## config.mk

```make
export PLATFORM = sky130hd
export DESIGN_NAME = acr_regs
export DESIGN_NICKNAME = d
export VERILOG_FILES = /design/src/acr_pkg.sv /design/src/acr_regs.sv
export SDC_FILE = /design/constraint.sdc
export NUM_CORES = 1
export LEC_CHECK = 0
export BUFFER_PORTS_ARGS = -buffer_cell sky130_fd_sc_hd__clkbuf_2
export CAP_MARGIN = 20
export CORE_UTILIZATION = 49
export CTS_CLUSTER_DIAMETER = 40
export DETAILED_ROUTE_END_ITERATION = 8
export GPL_TIMING_DRIVEN = 0
export HOLD_SLACK_MARGIN = 0.02
export PLACE_DENSITY = 0.78
export SLEW_MARGIN = 20
export SYNTH_ARGS = -nofsm -noshare
export SYNTH_HDL_FRONTEND = slang
export SYNTH_SLANG_ARGS = --single-unit
```

## constraint.sdc

```tcl
create_clock -name core_clk -period 1.75 [get_ports core_clk]
set_input_delay 0.175 -clock core_clk [delete_from_list [all_inputs] [get_ports core_clk]]
set_output_delay 0.175 -clock core_clk [all_outputs]
set_load 0.02 [all_outputs]
```

## src/acr_pkg.sv

```systemverilog
// package of constants and types for the converter control/status block
package acr_pkg;
  localparam int unsigned ACR_DW = 8;
  localparam int unsigned ACR_AW = 8;
  // register addresses
  localparam logic [7:0] ACR_ADDR_CTRL_ONE = 8'h9f;
  localparam logic [7:0] ACR_ADDR_CTRL_TWO = 8'ha0;
  localparam logic [7:0] ACR_ADDR_RESULT = 8'ha1;
  // control one field positions
  localparam int unsigned ACR_BIT_PEND = 7;
  localparam int unsigned ACR_BIT_IRQEN = 6;
  localparam int unsigned ACR_BIT_START = 5;
  localparam int unsigned ACR_BIT_REF = 4;
  localparam int unsigned ACR_CHAN_HI = 3;
  // control two field positions used here
  localparam int unsigned ACR_BIT_AUTOSAMPLE = 4;
  localparam int unsigned ACR_BIT_AUTOZERO = 0;
  // reset values
  localparam logic [7:0] ACR_RST_CTRL_ONE = 8'h00;
  localparam logic [7:0] ACR_RST_CTRL_TWO = 8'h00;
  localparam logic [7:0] ACR_RST_RESULT = 8'h00;
  // conversion lengths in conversion-clock cycles
  localparam logic [4:0] ACR_CONV_STD = 5'h0d;
  localparam logic [4:0] ACR_CONV_AZ = 5'h14;
  // conversion clock divider (one-cycle enable pulse)
  localparam logic [3:0] ACR_CCLK_DIV = 4'h4;
  // channel codes selecting the one-hot mux lines
  localparam logic [3:0] ACR_CH_ONE = 4'h0;
  localparam logic [3:0] ACR_CH_TWO = 4'h1;
  localparam logic [3:0] ACR_CH_THREE = 4'h2;
  localparam logic [3:0] ACR_CH_FOUR = 4'h3;
  localparam logic [3:0] ACR_CH_FIVE = 4'h8;
  localparam logic [3:0] ACR_CH_GND = 4'h9;
  localparam logic [3:0] ACR_CH_VREF = 4'ha;
  localparam logic [3:0] ACR_CH_VCC3 = 4'hc;

  typedef enum logic [1:0] {ACR_IDLE, ACR_CONV, ACR_LATCH} acr_state_t;

  typedef struct packed {
    logic wr;
    logic rd;
    logic [7:0] addr;
    logic [7:0] wdata;
  } acr_bus_req_t;

  typedef struct packed {
    logic [7:0] mux_sel;
    logic ref_supply;
    logic autozero;
    logic conv_start;
    logic conv_busy;
  } acr_analog_t;

  typedef struct packed {
    acr_state_t st;
    logic pend;
    logic irq_en;
    logic ref_sel;
    logic [3:0] chan;
    logic [7:0] ctrl_two;
    logic [7:0] result;
    logic [3:0] chan_live;
    logic ref_live;
    logic az_live;
    logic [4:0] cyc;
    logic [3:0] div;
    logic [2:0] strobe_sync;
    logic strobe_last;
    logic [7:0] rdata;
    logic irq;
    logic [7:0] mux;
    logic start_p;
    logic busy;
  } acr_state_s_t;
endpackage

```

## src/acr_regs.sv

```systemverilog
// control and status registers for the 8-bit converter
//
// How it works
// - result register is read-only, loaded with the 8-bit value each conversion end
// - pending flag in bit 7 sets once the result is latched
// - interrupt request stays high while enabled and pending is set
// - without auto-sampling, conversions start only on software writing start bit 1
// - start/busy reads 1 for the whole conversion, clears itself at the end
// - writing 0 to start/busy during conversion is ignored
// - reference select 0 picks bandgap, 1 picks the supply
// - channel select captured at trigger and held until the conversion ends
// - channel read-back returns last written value, not the applied selection
// - channel codes map to five inputs, ground, reference and supply third
// - writing 1 to pending keeps it, writing 0 clears it
// - all eight control bits are readable and writable, with pending/busy exceptions
// - with auto-sampling enabled, timer strobe rising edge triggers conversions
// - standard conversion takes 13 conversion clocks, autozero 20
`timescale 1ns/1ps
module acr_regs
  import acr_pkg::*;
(
  input wire logic core_clk,
  input wire logic rst_n,
  input wire acr_bus_req_t bus_req,
  output logic [7:0] bus_rdata,
  output logic conv_irq,
  input wire logic timer_conv_strobe,
  input wire logic [7:0] conv_data,
  output acr_analog_t analog_out
);
  acr_state_s_t s_q;
  acr_state_s_t s_d;
  logic wr_one;
  logic wr_two;
  logic trig_sw;
  logic trig_hw;
  logic trig;
  logic busy;
  logic cclk_en;
  logic [4:0] conv_len;

  always_comb begin
    busy = (s_q.st != ACR_IDLE);
    wr_one = bus_req.wr && (bus_req.addr == ACR_ADDR_CTRL_ONE);
    wr_two = bus_req.wr && (bus_req.addr == ACR_ADDR_CTRL_TWO);
    cclk_en = (s_q.div == ACR_CCLK_DIV - 4'h1);
    // a start write in auto-sampling mode is not a trigger
    trig_sw = wr_one && bus_req.wdata[ACR_BIT_START] && !s_q.ctrl_two[ACR_BIT_AUTOSAMPLE];
    // the strobe counts as risen once the second and third sync stages agree high
    trig_hw = s_q.ctrl_two[ACR_BIT_AUTOSAMPLE] && s_q.strobe_sync[2] && s_q.strobe_sync[1]
      && !s_q.strobe_last;
    trig = !busy && (trig_sw || trig_hw);
    conv_len = s_q.az_live ? ACR_CONV_AZ : ACR_CONV_STD;
  end

  always_comb begin
    s_d = s_q;
    s_d.start_p = 1'b0;
    s_d.strobe_sync = {s_q.strobe_sync[1:0], timer_conv_strobe};
    // only a level that two stages agree on becomes the settled strobe level
    if (s_q.strobe_sync[2] == s_q.strobe_sync[1]) begin
      s_d.strobe_last = s_q.strobe_sync[2];
    end
    s_d.div = cclk_en ? 4'h0 : s_q.div + 4'h1;
    if (wr_one) begin
      s_d.irq_en = bus_req.wdata[ACR_BIT_IRQEN];
      s_d.ref_sel = bus_req.wdata[ACR_BIT_REF];
      s_d.chan = bus_req.wdata[ACR_CHAN_HI:0];
      if (!bus_req.wdata[ACR_BIT_PEND]) begin
        s_d.pend = 1'b0;
      end
    end
    if (wr_two) begin
      s_d.ctrl_two = bus_req.wdata;
    end
    case (s_q.st)
      ACR_IDLE: begin
        if (trig) begin
          s_d.st = ACR_CONV;
          s_d.cyc = 5'h00;
          s_d.start_p = 1'b1;
          // capture selections from the latest written values
          s_d.chan_live = wr_one ? bus_req.wdata[ACR_CHAN_HI:0] : s_q.chan;
          s_d.ref_live = wr_one ? bus_req.wdata[ACR_BIT_REF] : s_q.ref_sel;
          s_d.az_live = wr_two ? bus_req.wdata[ACR_BIT_AUTOZERO] : s_q.ctrl_two[ACR_BIT_AUTOZERO];
        end
      end
      ACR_CONV: begin
        if (cclk_en) begin
          s_d.cyc = s_q.cyc + 5'h01;
          if (s_q.cyc == conv_len - 5'h01) begin
            s_d.st = ACR_LATCH;
          end
        end
      end
      ACR_LATCH: begin
        s_d.result = conv_data;
        s_d.pend = 1'b1;
        s_d.st = ACR_IDLE;
      end
      default: begin
        s_d.st = ACR_IDLE;
      end
    endcase
    s_d.irq = s_d.pend && s_d.irq_en;
    s_d.busy = (s_d.st != ACR_IDLE);
    case (s_d.chan_live)
      ACR_CH_ONE: s_d.mux = 8'h01;
      ACR_CH_TWO: s_d.mux = 8'h02;
      ACR_CH_THREE: s_d.mux = 8'h04;
      ACR_CH_FOUR: s_d.mux = 8'h08;
      ACR_CH_FIVE: s_d.mux = 8'h10;
      ACR_CH_GND: s_d.mux = 8'h20;
      ACR_CH_VREF: s_d.mux = 8'h40;
      ACR_CH_VCC3: s_d.mux = 8'h80;
      default: s_d.mux = 8'h00;
    endcase
    s_d.rdata = 8'h00;
    if (bus_req.rd) begin
      case (bus_req.addr)
        ACR_ADDR_CTRL_ONE: s_d.rdata = {s_q.pend, s_q.irq_en, busy, s_q.ref_sel, s_q.chan};
        ACR_ADDR_CTRL_TWO: s_d.rdata = s_q.ctrl_two;
        ACR_ADDR_RESULT: s_d.rdata = s_q.result;
        default: s_d.rdata = 8'h00;
      endcase
    end
  end

  always_ff @(posedge core_clk) begin
    if (!rst_n) begin
      s_q <= '0;
      s_q.st <= ACR_IDLE;
      s_q.ctrl_two <= ACR_RST_CTRL_TWO;
      s_q.result <= ACR_RST_RESULT;
      s_q.mux <= 8'h01;
    end else begin
      s_q <= s_d;
    end
  end

  assign bus_rdata = s_q.rdata;
  assign conv_irq = s_q.irq;
  assign analog_out.mux_sel = s_q.mux;
  assign analog_out.ref_supply = s_q.ref_live;
  assign analog_out.autozero = s_q.az_live;
  assign analog_out.conv_start = s_q.start_p;
  assign analog_out.conv_busy = s_q.busy;

  // interrupt request follows pending and enable in the same cycle
  AST_IRQ_FOLLOWS: assert property (@(posedge core_clk) disable iff (!rst_n)
    (s_q.pend && s_q.irq_en) |-> conv_irq)
    else $error("irq not raised");
  AST_IRQ_LOW: assert property (@(posedge core_clk) disable iff (!rst_n)
    (!s_q.pend || !s_q.irq_en) |-> !conv_irq)
    else $error("irq without pending");

  // result and pending flag
  AST_PEND_ON_LATCH: assert property (@(posedge core_clk) disable iff (!rst_n)
    (s_q.st == ACR_LATCH) |=> (s_q.pend && s_q.result == $past(conv_data)))
    else $error("no latch");
  AST_RESULT_RO: assert property (@(posedge core_clk) disable iff (!rst_n)
    (s_q.st != ACR_LATCH) |=> $stable(s_q.result))
    else $error("result changed outside latch");
  AST_OVERWRITE: assert property (@(posedge core_clk) disable iff (!rst_n)
    (s_q.st == ACR_LATCH && s_q.pend) |=> (s_q.pend && s_q.result == $past(conv_data)))
    else $error("result not overwritten");

  // triggers
  AST_SW_TRIG: assert property (@(posedge core_clk) disable iff (!rst_n)
    (s_q.st == ACR_IDLE && wr_one && bus_req.wdata[ACR_BIT_START] && !s_q.ctrl_two[ACR_BIT_AUTOSAMPLE])
    |=> analog_out.conv_start) else $error("sw start ignored");
  AST_NO_SW_AUTO: assert property (@(posedge core_clk) disable iff (!rst_n)
    (s_q.st == ACR_IDLE && s_q.ctrl_two[ACR_BIT_AUTOSAMPLE] && !trig_hw) |=> s_q.st == ACR_IDLE)
    else $error("sw start in auto");
  AST_HW_TRIG: assert property (@(posedge core_clk) disable iff (!rst_n)
    (s_q.st == ACR_IDLE && trig_hw) |=> analog_out.conv_start)
    else $error("strobe ignored");

  // start/busy bit
  AST_START_BUSY: assert property (@(posedge core_clk) disable iff (!rst_n)
    analog_out.conv_start |-> analog_out.conv_busy)
    else $error("start without busy");
  AST_BUSY_ENDS: assert property (@(posedge core_clk) disable iff (!rst_n)
    (s_q.st == ACR_LATCH) |=> !analog_out.conv_busy)
    else $error("busy not cleared");
  AST_BUSY_READ: assert property (@(posedge core_clk) disable iff (!rst_n)
    (bus_req.rd && bus_req.addr == ACR_ADDR_CTRL_ONE) |=> (bus_rdata[ACR_BIT_START] == $past(analog_out.conv_busy)))
    else $error("busy bit read wrong");
  AST_BUSY_HOLD: assert property (@(posedge core_clk) disable iff (!rst_n)
    (s_q.st == ACR_CONV && wr_one && !bus_req.wdata[ACR_BIT_START]) |=> analog_out.conv_busy)
    else $error("busy cleared");
  AST_NO_RESTART: assert property (@(posedge core_clk) disable iff (!rst_n)
    (s_q.st != ACR_IDLE) |=> !analog_out.conv_start)
    else $error("restart while busy");

  // selections frozen at the trigger
  AST_CHAN_HELD: assert property (@(posedge core_clk) disable iff (!rst_n)
    (s_q.st == ACR_CONV && $past(s_q.st) == ACR_CONV) |-> $stable(s_q.chan_live))
    else $error("chan moved");
  AST_REF_HELD: assert property (@(posedge core_clk) disable iff (!rst_n)
    (s_q.st == ACR_CONV && $past(s_q.st) == ACR_CONV) |-> $stable(analog_out.ref_supply))
    else $error("reference moved");
  AST_CHAN_READ: assert property (@(posedge core_clk) disable iff (!rst_n)
    wr_one |=> (s_q.chan == $past(bus_req.wdata[ACR_CHAN_HI:0])))
    else $error("chan readback lost");
  AST_MUX_FIVE: assert property (@(posedge core_clk) disable iff (!rst_n)
    (s_q.st != ACR_IDLE && s_q.chan_live == ACR_CH_FIVE) |-> analog_out.mux_sel[4])
    else $error("channel five not selected");

  // pending flag and control field write rules
  AST_NO_SET: assert property (@(posedge core_clk) disable iff (!rst_n)
    (!s_q.pend && s_q.st != ACR_LATCH) |=> !s_q.pend)
    else $error("pend set by sw");
  AST_CLEAR: assert property (@(posedge core_clk) disable iff (!rst_n)
    (wr_one && !bus_req.wdata[ACR_BIT_PEND] && s_q.st != ACR_LATCH) |=> !s_q.pend)
    else $error("no clear");
  AST_PEND_KEEP: assert property (@(posedge core_clk) disable iff (!rst_n)
    (wr_one && bus_req.wdata[ACR_BIT_PEND] && s_q.pend) |=> s_q.pend)
    else $error("pend lost on write one");
  AST_CTRL_WRITE: assert property (@(posedge core_clk) disable iff (!rst_n)
    wr_one |=> (s_q.irq_en == $past(bus_req.wdata[ACR_BIT_IRQEN]) && s_q.ref_sel == $past(bus_req.wdata[ACR_BIT_REF])))
    else $error("control write lost");

  // conversion length
  AST_CYC_STEP: assert property (@(posedge core_clk) disable iff (!rst_n)
    (s_q.st == ACR_CONV && !cclk_en) |=> $stable(s_q.cyc))
    else $error("count moved without enable");
  AST_LEN_EXIT: assert property (@(posedge core_clk) disable iff (!rst_n)
    (s_q.st == ACR_CONV && cclk_en && s_q.cyc == conv_len - 5'h01) |=> (s_q.st == ACR_LATCH))
    else $error("conversion overran");
  AST_LEN_STD: assert property (@(posedge core_clk) disable iff (!rst_n)
    (s_q.st == ACR_CONV) |-> (s_q.cyc < conv_len))
    else $error("too long");
endmodule

```

# [Yosys cells after proc, flatten, opt, wreduce, memory -nomap -nowiden]
# Memory sizes are Yosys's and may differ from the RTL's. A register that Yosys moved wholly into a read port is not among the register bits.
# Index checks and enable logic that the tools add are counted.
[word_totals] register_bits=55 romBits=128 input_bits=29 output_inout_bits=21 elab_cells=73 n_memories=1
[memory_table] name="(name not given)" depth=16 width=8 rd=1 rd_clocked_by_memory_dff=1 wr=0 line="acr_regs.sv:107" text="case (s_d.chan_live)"
[classes] n_addsub=3 n_eq_ne=10 n_mux=17 bitwise=1 n_reduce_logical=23
[ops] op="equality test 8 bit (second input constant)" count=3
[ops] op="one-hot mux 8 bit (3 select lines)" count=1
[ops] op="2-to-1 mux 11 bit" count=1
[ops] op="2-to-1 mux 5 bit" count=2
[ops] op="one-hot mux 5 bit (2 select lines)" count=1
[ops] op="logical AND 1 bit" count=9
[ops] op="2-to-1 mux 7 bit" count=1
[ops] op="2-to-1 mux 2 bit" count=3
[ops] op="2-to-1 mux 6 bit" count=1
[ops] op="AND reduction 2 bit" count=3
[ops] op="nonzero test 2 bit" count=3
[ops] op="adder 5 x 1 -> 5 bit (second input constant)" count=1
[ops] op="equality test 5 bit" count=1
[ops] op="2-to-1 mux 1 bit" count=5
[ops] op="subtractor 5 x 1 -> 5 bit (second input constant)" count=1
[ops] op="adder 4 x 1 -> 4 bit (second input constant)" count=1
[ops] op="equality test 4 x 2 -> 1 bit (second input constant)" count=1
[ops] op="logical NOT 1 bit" count=4
[ops] op="2-to-1 mux 4 bit" count=1
[ops] op="inequality test 2 bit (second input constant)" count=2
[ops] op="one-hot mux 2 bit (2 select lines)" count=1
[ops] op="AND reduction 3 bit" count=1
[ops] op="equality test 2 x 1 -> 1 bit (second input constant)" count=1
[ops] op="equality test 2 bit (second input constant)" count=1
[ops] op="other kinds (5)" count=5

# [Longest topological paths before layout]
# Gate-level depths: netlist of run 1.
[logic_depth] word_depth=9 ltp_mapped=6

# [Least setup slack after synthesis of run 1]
# OpenSTA, ideal clock, no wires.
[synth_path] kind="register -> register" start="register s_q[62] (netlist name)" end="register, netlist name analog_out[10]" setup_time_ns=0.061 arrival_ns=1.624 slack_ns=0.065 path_stages_with_launch=7 synth_period_minus_slack_ns=1.685 path_cell_list="dfxtp_1 -> nor4b_1 -> nand4_1 -> nand2_2 -> buf_4 -> mux2i_1 -> and4_1"
[synth_between] elab_chain_len=5
[synth_lines] item="start, declared" line="acr_regs.sv:31" text="acr_state_s_t s_q;"
[synth_lines] item="nonzero test 2 bit" line="acr_regs.sv:43" text="busy = (s_q.st != ACR_IDLE);"
[synth_lines] item="logical NOT 1 bit" line="acr_regs.sv:52" text="trig = !busy && (trig_sw || trig_hw);"
[synth_lines] item="logical AND 1 bit" line="acr_regs.sv:52"
[synth_lines] item="2-to-1 mux 11 bit" line="acr_regs.sv:78" text="if (trig) begin"
[synth_lines] item="2-to-1 mux 6 bit *" line="acr_regs.sv:76" text="case (s_q.st)"
# Every way passes the cells marked *; elsewhere a longest branch is shown, timed or not. The select of a mux whose other input is x is not followed.
# A chain may end at the register's enable or synchronous reset.

# [Worst setup path in the final report of run 1]
[layout_path] start="register s_q[50] (netlist name)" end="register, netlist name analog_out[7]"
[layout_between] elab_chain_len=7
[layout_lines] item="logical AND 1 bit (2 in series)" line="acr_regs.sv:50" text="trig_hw = s_q.ctrl_two[ACR_BIT_AUTOSAMPLE] && s_q.strobe_sync[2] && s_q.strobe_sync[1]"
[layout_lines] item="logical AND 1 bit" line="acr_regs.sv:51" text="&& !s_q.strobe_last;"
[layout_lines] item="logical OR 1 bit *" line="acr_regs.sv:52"
[layout_lines] item="logical AND 1 bit *" line="acr_regs.sv:52"
[layout_lines] item="2-to-1 mux 11 bit *" line="acr_regs.sv:78"
[layout_lines] item="2-to-1 mux 6 bit *" line="acr_regs.sv:76"
# Marks and branches as above.

==> flow_metrics.py, run 1 <==
metrics = {
    "outcome": {
        "run_status": "complete, but fails checks",
        "failed_checks": "negative setup slack",
    },
    "detailed_routing": {
        "drt_pre_antenna_iters": 4,
        "drc": 0,
        "vias_per_cell": 5.34,
        "postRouteWirelength_um": 5930,
        "drtIter0Drc": 191,
        "routed-via-count": 2259,
        "wl_per_cell_um": 14.0,
        "drt_antenna_net_count": 0,
    },
    "setup_path": {
        "cp-end-kind": "flop",
        "timing.critical_path.from": "s_q[50]",
        "cp.required_ns": 1.98,
        "critical_path.reg2reg.startpoint": "s_q[50]",
        "timing.critical_path.arrival_ns": 2.08,
        "timing.setup.critical_path_class": "flop to flop",
        "critPathLaunchType": "flop",
        "cp_max_fo": 5,
        "r2r_slack_ns": -0.09,
        "crit_end": "analog_out[7]",
        "reg2regPathDepth": 5,
        "end_of_the_worst_register_to_register_path": "analog_out[7]",
    },
    "synthesis": {
        "yosysSeqAreaShare": 0.483,
        "synth_top_family_by_area": "simple AND/OR/NAND/NOR gates",
        "synth_enable_flop_cells": 0,
        "ys_async_sr_fraction": 0,
        "synth.mux.area_fraction": 0.0728,
        "syn-num-nets": 313,
        "syn-cell-area_sq_um": 2610,
        "synth.ff_latch_count": 63,
        "yosys_most_used_dff": "sky130_fd_sc_hd__dfxtp_1",
        "synth_simple_gate_area_share": 0.229,
        "post_synth_fa_ha_maj_area_fraction": 0.00957,
        "synth-xor-area-share": 0.0134,
        "synth-compound-area-share": 0.110,
        "synthesis.instances": 282,
        "synth_warnings": 0,
        "synthesized_area_per_cell_sq_um": 9.27,
        "synth_cell_types": 44,
    },
    "grt": {
        "wire_length_of_the_first_global_routing_pass_um": 9070,
        "grt_overflow_total": 0,
        "globalRouteTotalUtil": 0.224,
        "grt_start_max_net_pins": 11,
        "number_of_global_route_vias_before_repair": 2028,
        "grt_antenna_before_repair": 0,
    },
    "layout": {
        "mostFrequentLayoutCell": "sky130_fd_sc_hd__dfxtp_1",
        "finalNonFillerCells": 423,
        "postLayoutCoreUtil": 0.642,
        "n_antenna_cell": 0,
        "area_delta_synth_final_pct": 25.4,
        "net_count_of_the_finished_layout": 381,
        "layout_common_cells": "60 x sky130_fd_sc_hd__dfxtp_1, 47 x sky130_fd_sc_hd__clkbuf_2, 35 x sky130_fd_sc_hd__nand2_1",
        "post_route_cells_drive_above_1_share": 0.326,
    },
    "clock_network": {
        "cts_tree": "yes",
        "cts_root_buffer": "sky130_fd_sc_hd__clkbuf_8",
        "cts_hold_buf": 0,
        "insertion_delay_ns": 0.34,
        "cts_num_sinks": 63,
        "htreeDepth": 3,
        "cts-buffers-inserted": 9,
        "cts_buffer_depth": 2,
        "cts.clk_slew.worst_paths_ns": 0.06,
    },
    "sta": {
        "timing.slew.headroom": 0.595,
        "hold_violations": 0,
        "grt_setup_unrepaired": "yes",
        "period_share": 1.05,
        "period_needed_ns": 1.84,
        "report.final.setup_viol": 10,
        "fmax_mhz": 542,
        "worst_pin_slew_ns": 0.604,
        "finalClockSkew_ns": 0.00586,
        "final.setup.worst_slack_ns": -0.0945,
        "setup-tns-final_ns": -0.470,
        "drv_slew": 0,
    },
    "die": {
        "placeableCoreArea_sq_um": 5110,
        "chipWidth_um": 75.0,
        "start_util": 0.512,
        "fp.dieArea_sq_um": 5630,
        "die_h_um": 75.0,
        "placement_rows": 26,
        "pin_count": 50,
    },
    "pwr": {
        "power.share.combinational": 0.037,
        "worst_ir_drop_vdd_v": 0.000399,
        "p_sw_mw": 0.569,
        "report.power.total_mw": 2.54,
        "p_clk_frac": 0.394,
        "power.static_leakage_nw": 1.39,
        "power-per-cell-area_nw_per_um2": 776,
        "internal_power_mw": 1.97,
        "power_switching_share": 0.224,
        "power_frac_seq": 0.568,
    },
    "worst_hold_path": {
        "min_path_type": "primary input to flop",
    },
    "place": {
        "io_port_bufs": 47,
        "routabilityCongestion": 0.857,
        "number_of_placed_cells_counting_well_taps": 399,
        "dpl_worst_slack_ns": -0.411,
        "detailedPlacementHpwl_um": 4010,
    },
    "flow_run": {
        "cap_viol_max_count": 0,
    },
}
-- cell families (layout without fill, tap and decap cells) --
logic type | after synthesis | count (layout)
and+or+nand+nor | 117 | 117
DFF | 63 | 63
muxes | 17 | 17
adders and majority gates | 2 | 2
AOI/OAI and AO/OA | 43 | 43
xor gates and xnor gates | 4 | 4
buffers and inverters | 36 | 107
-- worst min-delay path by stage --
stage / startpoint / end / depth (start not counted)
6_report: timer_conv_strobe / s_d[21] / 2
5_1_grt: timer_conv_strobe / s_d[21] / 2
4_1_cts: timer_conv_strobe / s_d[21] / 2
3_5_place_dp: timer_conv_strobe / s_d[21] / 2
3_3_place_gp: timer_conv_strobe / s_d[21] / 2
2_1_floorplan: timer_conv_strobe / s_d[21] / 1
-- critical path: stages, from the launching register on --
cell,delay (ns)
sky130_fd_sc_hd__dfxtp_4,0.35
sky130_fd_sc_hd__nor4b_4,0.29
sky130_fd_sc_hd__nand4_1,0.27
sky130_fd_sc_hd__nand2_4,0.22
sky130_fd_sc_hd__mux2_4,0.34
sky130_fd_sc_hd__nor4_1,0.27
-- per-layer routing --
layer / GRT usage / part of all wire / routed length (um)
met3: 0.0616 / 0.069 / 407
met5: 0 / 0 / 0
met4: 0.130 / 0.023 / 139
met2: 0.322 / 0.46 / 2750
met1: 0.300 / 0.44 / 2630
-- state kept, by name, indices dropped and copies added (netlist names) --
| register | cells |
|---|---|
| bus_rdata | 8 |
| conv_irq | 1 |
| s_q | 40 |
| analog_out | 12 |
| s_d | 2 |
-- cells in the mapped netlist (all sizes together) (2+ instances only) --
cell,count,share of area
and2,8,0.019
clkbuf,9,0.013
nor2,30,0.043
nand2,36,0.053
o21ai,3,0.0057
inv,3,0.0043
nor4b,2,0.0067
buf,23,0.064
a31oi,2,0.0048
nor4,6,0.019
nand4,3,0.0072
nor2b,4,0.0096
nor3,3,0.0077
o21a,2,0.0057
and3,5,0.012
dfxtp,63,0.48
nand2b,2,0.0048
and4b,2,0.0077
ha,2,0.0096
o31ai,2,0.0057
a21oi,19,0.036
mux2i,10,0.038
nand3,13,0.030
a222oi,7,0.027
mux2,7,0.034
a211oi,3,0.0086
xor2,4,0.013
-- stage by stage --
| stage | instance area (sq um) | hold slack [ns] |
|---|---|---|
| after floorplan | 2610 | 0.302 |
| after detailed placement | 2940 | 0.388 |
| after global placement | 2940 | 0.382 |
| final | 3280 | 0.0374 |
| after CTS | 3190 | 0.0329 |
| after global routing | 3280 | 0.0382 |
-- area by class of cell --
| type | instances | area (sq um) |
|---|---|---|
| fillers | 419 | 1830 |
| flip-flops and latches | 63 | 1270 |
| well taps | 70 | 87.6 |
| inverters | 4 | 15.0 |
| repair buffers | 57 | 323 |
| clock buffers | 12 | 135 |
| clock inverters | 2 | 10.0 |
| plain buffers | 32 | 208 |
| multi-input cells | 183 | 1230 |
-- timing repair --
action	in CTS	in global routing
endpoints found under the setup margin	21	17
pin swaps	7	14
buffers inserted	7	3
gates resized for setup	15	10
endpoints found under the hold margin	0	0
-- power by group through the flow --
stage | Combinational [mW] | Clock, mW | Sequential [mW]
5_1_grt | 0.104 | 1.10 | 1.45
3_3_place_gp | 0.0912 | 0 | 1.48
3_5_place_dp | 0.0914 | 0 | 1.48
4_1_cts | 0.0943 | 1.02 | 1.45
6_report | 0.0950 | 1.00 | 1.45
2_1_floorplan | 0.0427 | 0 | 1.48
Power figures use the tool's default switching activity.
==> run 2: changes to the inputs <==
CORE_MARGIN = 5   (was not set)
==> flow_metrics.py, run 2 (synthesis gave the netlist of run 1 again) <==
metrics = {
    "outcome": {
        "run_status": "complete, but fails checks",
        "failed_checks": "negative setup slack",
    },
    "grt": {
        "grt_start_max_net_pins": 11,
        "wire_length_of_the_first_global_routing_pass_um": 9910,
        "globalRouteTotalUtil": 0.177,
        "grt_overflow_total": 0,
        "number_of_global_route_vias_before_repair": 2131,
        "grt_antenna_before_repair": 0,
    },
    "clock_network": {
        "htreeDepth": 3,
        "cts_tree": "yes",
        "cts.clk_slew.worst_paths_ns": 0.07,
        "cts_num_sinks": 63,
        "insertion_delay_ns": 0.34,
        "cts_buffer_depth": 2,
        "cts_root_buffer": "sky130_fd_sc_hd__clkbuf_8",
        "cts-buffers-inserted": 9,
    },
    "pwr": {
        "p_clk_frac": 0.405,
        "internal_power_mw": 2.02,
        "power_switching_share": 0.219,
        "power.static_leakage_nw": 1.38,
        "power.share.combinational": 0.037,
        "worst_ir_drop_vdd_v": 0.000416,
        "power_frac_seq": 0.557,
        "report.power.total_mw": 2.59,
        "power-per-cell-area_nw_per_um2": 791,
        "p_sw_mw": 0.569,
    },
    "place": {
        "detailedPlacementHpwl_um": 4250,
        "io_port_bufs": 47,
        "routabilityCongestion": 0.882,
        "number_of_placed_cells_counting_well_taps": 399,
    },
    "sta": {
        "setup-tns-final_ns": -0.756,
        "final.setup.worst_slack_ns": -0.106,
        "grt_setup_unrepaired": "yes",
        "report.final.setup_viol": 14,
        "period_needed_ns": 1.86,
        "drv_slew": 0,
        "finalClockSkew_ns": 0.00678,
        "hold-worst-slack_ns": 0.0344,
        "timing.slew.headroom": 0.608,
        "period_share": 1.06,
        "fmax_mhz": 539,
        "hold_violations": 0,
        "worst_pin_slew_ns": 0.585,
    },
    "layout": {
        "mostFrequentLayoutCell": "sky130_fd_sc_hd__dfxtp_1",
        "n_antenna_cell": 0,
        "max_reg_flops": 40,
        "regMostFlops": "s_q",
        "layout_common_cells": "60 x sky130_fd_sc_hd__dfxtp_1, 47 x sky130_fd_sc_hd__clkbuf_2, 35 x sky130_fd_sc_hd__nand2_1",
        "finalNonFillerCells": 423,
        "post_route_cells_drive_above_1_share": 0.329,
        "net_count_of_the_finished_layout": 380,
        "area_delta_synth_final_pct": 25.5,
    },
    "die": {
        "placeableCoreArea_sq_um": 5140,
        "pin_count": 50,
        "fp.dieArea_sq_um": 6890,
        "placement_rows": 26,
        "chipWidth_um": 83.0,
        "start_util": 0.509,
        "die_h_um": 83.0,
    },
    "detailed_routing": {
        "vias_per_cell": 5.32,
        "routed-via-count": 2251,
        "drc": 0,
        "drtIter0Drc": 149,
        "postRouteWirelength_um": 6170,
        "drt_pre_antenna_iters": 5,
        "drt_antenna_net_count": 0,
        "wl_per_cell_um": 14.6,
    },
    "setup_path": {
        "cp_max_fo": 5,
        "timing.setup.critical_path_class": "flop to flop",
        "cp-end-kind": "flop",
        "critPathLaunchType": "flop",
        "cp.required_ns": 2.03,
        "timing.critical_path.arrival_ns": 2.14,
    },
    "worst_hold_path": {
        "min_path_type": "primary input to flop",
    },
    "flow_run": {
        "cap_viol_max_count": 0,
    },
}
[run 2: cell types whose count changed in the layout (fill, tap and decap cells not counted), moves of 2 or more]
cell and change:
sky130_fd_sc_hd__a211oi_1 -2, sky130_fd_sc_hd__a211oi_2 +2, sky130_fd_sc_hd__buf_6 +3, sky130_fd_sc_hd__nor4_2 -2, sky130_fd_sc_hd__buf_4 -2
[run 2: path summary, 6_finish.rpt]
check                           slack [ns]  endpoint  cells past startpoint              start
worst max-delay path                 -0.11   s_q[61]                      8            s_q[50]
worst min-delay path                  0.03   s_d[21]                      2  timer_conv_strobe
worst max register to register       -0.11   s_q[61]                      8            s_q[50]
worst min register to register        0.44   s_d[22]                      1            s_d[21]
[run 2: stage by stage]
stage	instance area [sq um]	setup WS, ns	utilization
CTS	3170	-0.0532	0.617
global route	3280	-0.182	0.638
detailed placement	2940	-0.471	0.571
floorplan	2610	0.0649	-
global placement	2940	-0.407	0.571
finish	3280	-0.106	0.638
[run 2: timing repair]
action / 4_1_cts / 5_1_grt
setup endpoints to repair: 22 / 13
pin swaps: 5 / 8
hold buffers: 0 / 0
gates resized for setup: 12 / 16
cloned: 0 / 0
buffers inserted: 4 / 5
[run 2: power by group through the flow]
stage                     combinational, mW  clock, mW  sequential (mW)
after global routing                  0.107       1.13             1.45
after detailed placement             0.0925          0             1.48
final                                0.0967       1.05             1.45
after floorplan                      0.0427          0             1.48
after global placement               0.0903          0             1.48
after CTS                            0.0946       1.07             1.45
[run 2: final cells by class]
type,instances,area [sq um]
Fill cell,444,1860
Sequential cell,63,1270
Multi-Input combinational cell,183,1230
Timing Repair Buffer,56,310
Buffer,32,204
Clock buffer,14,153
Tap cell,70,87.6
Inverter,4,15.0
Clock inverter,1,5.00
[run 2: worst max-delay path: stages, from the launching register on]
cell                      delay (ns)
sky130_fd_sc_hd__dfxtp_4        0.36
sky130_fd_sc_hd__nor4b_4        0.33
sky130_fd_sc_hd__nand4_1        0.24
sky130_fd_sc_hd__nand2_2        0.22
sky130_fd_sc_hd__buf_6          0.15
sky130_fd_sc_hd__buf_6          0.10
sky130_fd_sc_hd__buf_6          0.12
sky130_fd_sc_hd__o21a_1         0.14
sky130_fd_sc_hd__o31a_1         0.14
[run 2: routing by layer]
metal / GRT usage / part of all wire / vias up
met3: 0.0594 / 0.081 / 14
met2: 0.267 / 0.47 / 73
met5: 0 / 0 / -
met4: 0.0788 / 0.018 / 0
met1: 0.229 / 0.43 / 1060
li1: - / - / 1104
==> run 3: changes to the inputs <==
CTS_CLUSTER_DIAMETER = 200   (was 40)
clock period = 1.5 ns   (was 1.75 ns; I/O delays follow)
==> flow_metrics.py, run 3 (synthesis gave the netlist of run 1 again) <==
metrics = {
    "outcome": {
        "run_status": "complete, but fails checks",
        "failed_checks": "negative setup slack",
    },
    "setup_path": {
        "cp-end-kind": "flop",
        "critPathLaunchType": "flop",
        "timing.critical_path.slowest_cell_delay_ns": 0.37,
        "reg2regPathDepth": 6,
        "crit_slowest_cell": "sky130_fd_sc_hd__dfxtp_4",
        "r2r_slack_ns": -0.37,
        "cp_num_buf_inv": 1,
        "cp.required_ns": 1.71,
        "worst_path_dominant_cell_family": "simple AND/OR/NAND/NOR gates",
        "path_cells": "nor4b_4 -> nand4_1 -> nand2_4 -> buf_8 -> mux2i_2 -> nor2_1",
        "cp_max_fo": 5,
        "end_of_the_worst_register_to_register_path": "s_q[35]",
        "crit_cells": 6,
        "critical_path.reg2reg.startpoint": "s_q[62]",
        "timing.setup.critical_path_class": "flop to flop",
        "timing.critical_path.arrival_ns": 2.08,
    },
    "worst_hold_path": {
        "critical_hold_path_startpoint": "conv_data[6]",
        "worstHoldEndpoint": "s_q[44]",
        "hold-path-cell-count": 3,
        "min_path_type": "primary input to flop",
    },
    "place": {
        "dpl_worst_slack_ns": -0.395,
        "io_port_bufs": 47,
        "detailedPlacementHpwl_um": 4300,
        "routabilityCongestion": 0.862,
        "number_of_placed_cells_counting_well_taps": 399,
    },
    "clock_network": {
        "htreeDepth": 3,
        "cts_buffer_depth": 2,
        "cts-buffers-inserted": 9,
        "cts.clk_slew.worst_paths_ns": 0.07,
        "cts_num_sinks": 63,
        "cts_root_buffer": "sky130_fd_sc_hd__clkbuf_8",
        "insertion_delay_ns": 0.34,
        "cts_tree": "yes",
    },
    "die": {
        "die_h_um": 83.0,
        "placement_rows": 26,
        "start_util": 0.509,
        "placeableCoreArea_sq_um": 5140,
        "fp.dieArea_sq_um": 6890,
        "chipWidth_um": 83.0,
        "pin_count": 50,
    },
    "sta": {
        "finalClockSkew_ns": 0.00561,
        "final.setup.worst_slack_ns": -0.373,
        "period_needed_ns": 1.87,
        "hold_violations": 0,
        "drv_slew": 0,
        "setup-tns-final_ns": -5.92,
        "report.final.setup_viol": 22,
        "grt_setup_unrepaired": "yes",
        "period_share": 1.25,
        "fmax_mhz": 534,
        "worst_pin_slew_ns": 0.522,
        "timing.slew.headroom": 0.652,
    },
    "flow_run": {
        "cap_viol_max_count": 0,
    },
    "detailed_routing": {
        "vias_per_cell": 5.35,
        "drt_antenna_net_count": 0,
        "postRouteWirelength_um": 6360,
        "drtIter0Drc": 177,
        "drc": 0,
        "drt_pre_antenna_iters": 5,
        "routed-via-count": 2284,
        "wl_per_cell_um": 14.9,
    },
    "layout": {
        "fillerInstances": 454,
        "mostFrequentLayoutCell": "sky130_fd_sc_hd__dfxtp_1",
        "max_reg_flops": 40,
        "post_route_cells_drive_above_1_share": 0.328,
        "area_delta_synth_final_pct": 28.9,
        "finalNonFillerCells": 427,
        "postLayoutCoreUtil": 0.655,
        "regMostFlops": "s_q",
        "layout_common_cells": "61 x sky130_fd_sc_hd__dfxtp_1, 48 x sky130_fd_sc_hd__clkbuf_2, 35 x sky130_fd_sc_hd__nand2_1",
        "n_antenna_cell": 0,
        "net_count_of_the_finished_layout": 383,
    },
    "pwr": {
        "power.static_leakage_nw": 1.43,
        "worst_ir_drop_vdd_v": 0.000666,
        "report.power.total_mw": 3.47,
        "power-per-cell-area_nw_per_um2": 1030,
    },
    "grt": {
        "grt_start_max_net_pins": 11,
        "grt_antenna_before_repair": 0,
        "globalRouteTotalUtil": 0.192,
        "number_of_global_route_vias_before_repair": 2254,
        "grt_overflow_total": 0,
        "wire_length_of_the_first_global_routing_pass_um": 10600,
    },
}
[run 3: cell types whose count changed in the layout (fill, tap and decap cells not counted), sizes merged]
cell,change
dlygate4sd3,+4
bufinv,+2
buf,-1
clkbuf,-1
[run 3: per-layer routing]
layer	share of wire	GRT usage
met1	0.44	0.228
met2	0.47	0.296
met3	0.068	0.0693
met4	0.031	0.114
met5	0	0
[run 3: final cells by class]
class | count | area [sq um] | area share
repair buffers | 59 | 339 | 0.101
well taps | 70 | 87.6 | 0.0260
inverters | 4 | 15.0 | 0.00446
clock buffers | 13 | 159 | 0.0472
clock inverters | 3 | 65.1 | 0.0193
flip-flops and latches | 63 | 1270 | 0.377
plain buffers | 32 | 209 | 0.0620
multi-input cells | 183 | 1220 | 0.364
[run 3: report_power, final]
| part | switching, mW | internal (mW) | total [mW] |
|---|---|---|---|
| sequential | 0.00672 | 1.68 | 1.69 |
| combinational | 0.0705 | 0.0537 | 0.124 |
| clock | 0.637 | 1.03 | 1.66 |
| total | 0.715 | 2.76 | 3.47 |
[run 3: worst reg2reg max path, delay by kind of cell, from the launching register on]
| kind | cells | cell delay (ns) |
|---|---|---|
| DFF | 1 | 0.37 |
| buffers and inverters | 1 | 0.14 |
| and+or+nand+nor | 4 | 0.90 |
| muxes | 1 | 0.34 |
[run 3: what timing repair did]
item                       in CTS  in global routing
pin swaps                       5                  6
resized for setup              10                  9
setup endpoints to repair      22                 34
hold endpoints to repair        4                  0
buffers inserted                4                  4
hold buffers                    4                  0
[run 3: worst max path at each step]
stage          startpoint             end  slack (ns)
5_1_grt           s_q[62]  analog_out[10]       -0.41
4_1_cts           s_q[62]  analog_out[10]       -0.26
2_1_floorplan     s_q[50]  analog_out[10]       -0.05
3_5_place_dp   bus_req[9]   analog_out[2]       -0.40
6_report          s_q[62]         s_q[35]       -0.37
3_3_place_gp   bus_req[9]   analog_out[2]       -0.38
[run 3: metrics by stage]
step | hold slack (ns) | cell area [sq um]
floorplan | 0.277 | 2650
global placement | 0.358 | 2970
finish | 0.0271 | 3370
CTS | 0.0211 | 3300
detailed placement | 0.361 | 2970
global route | 0.0244 | 3370
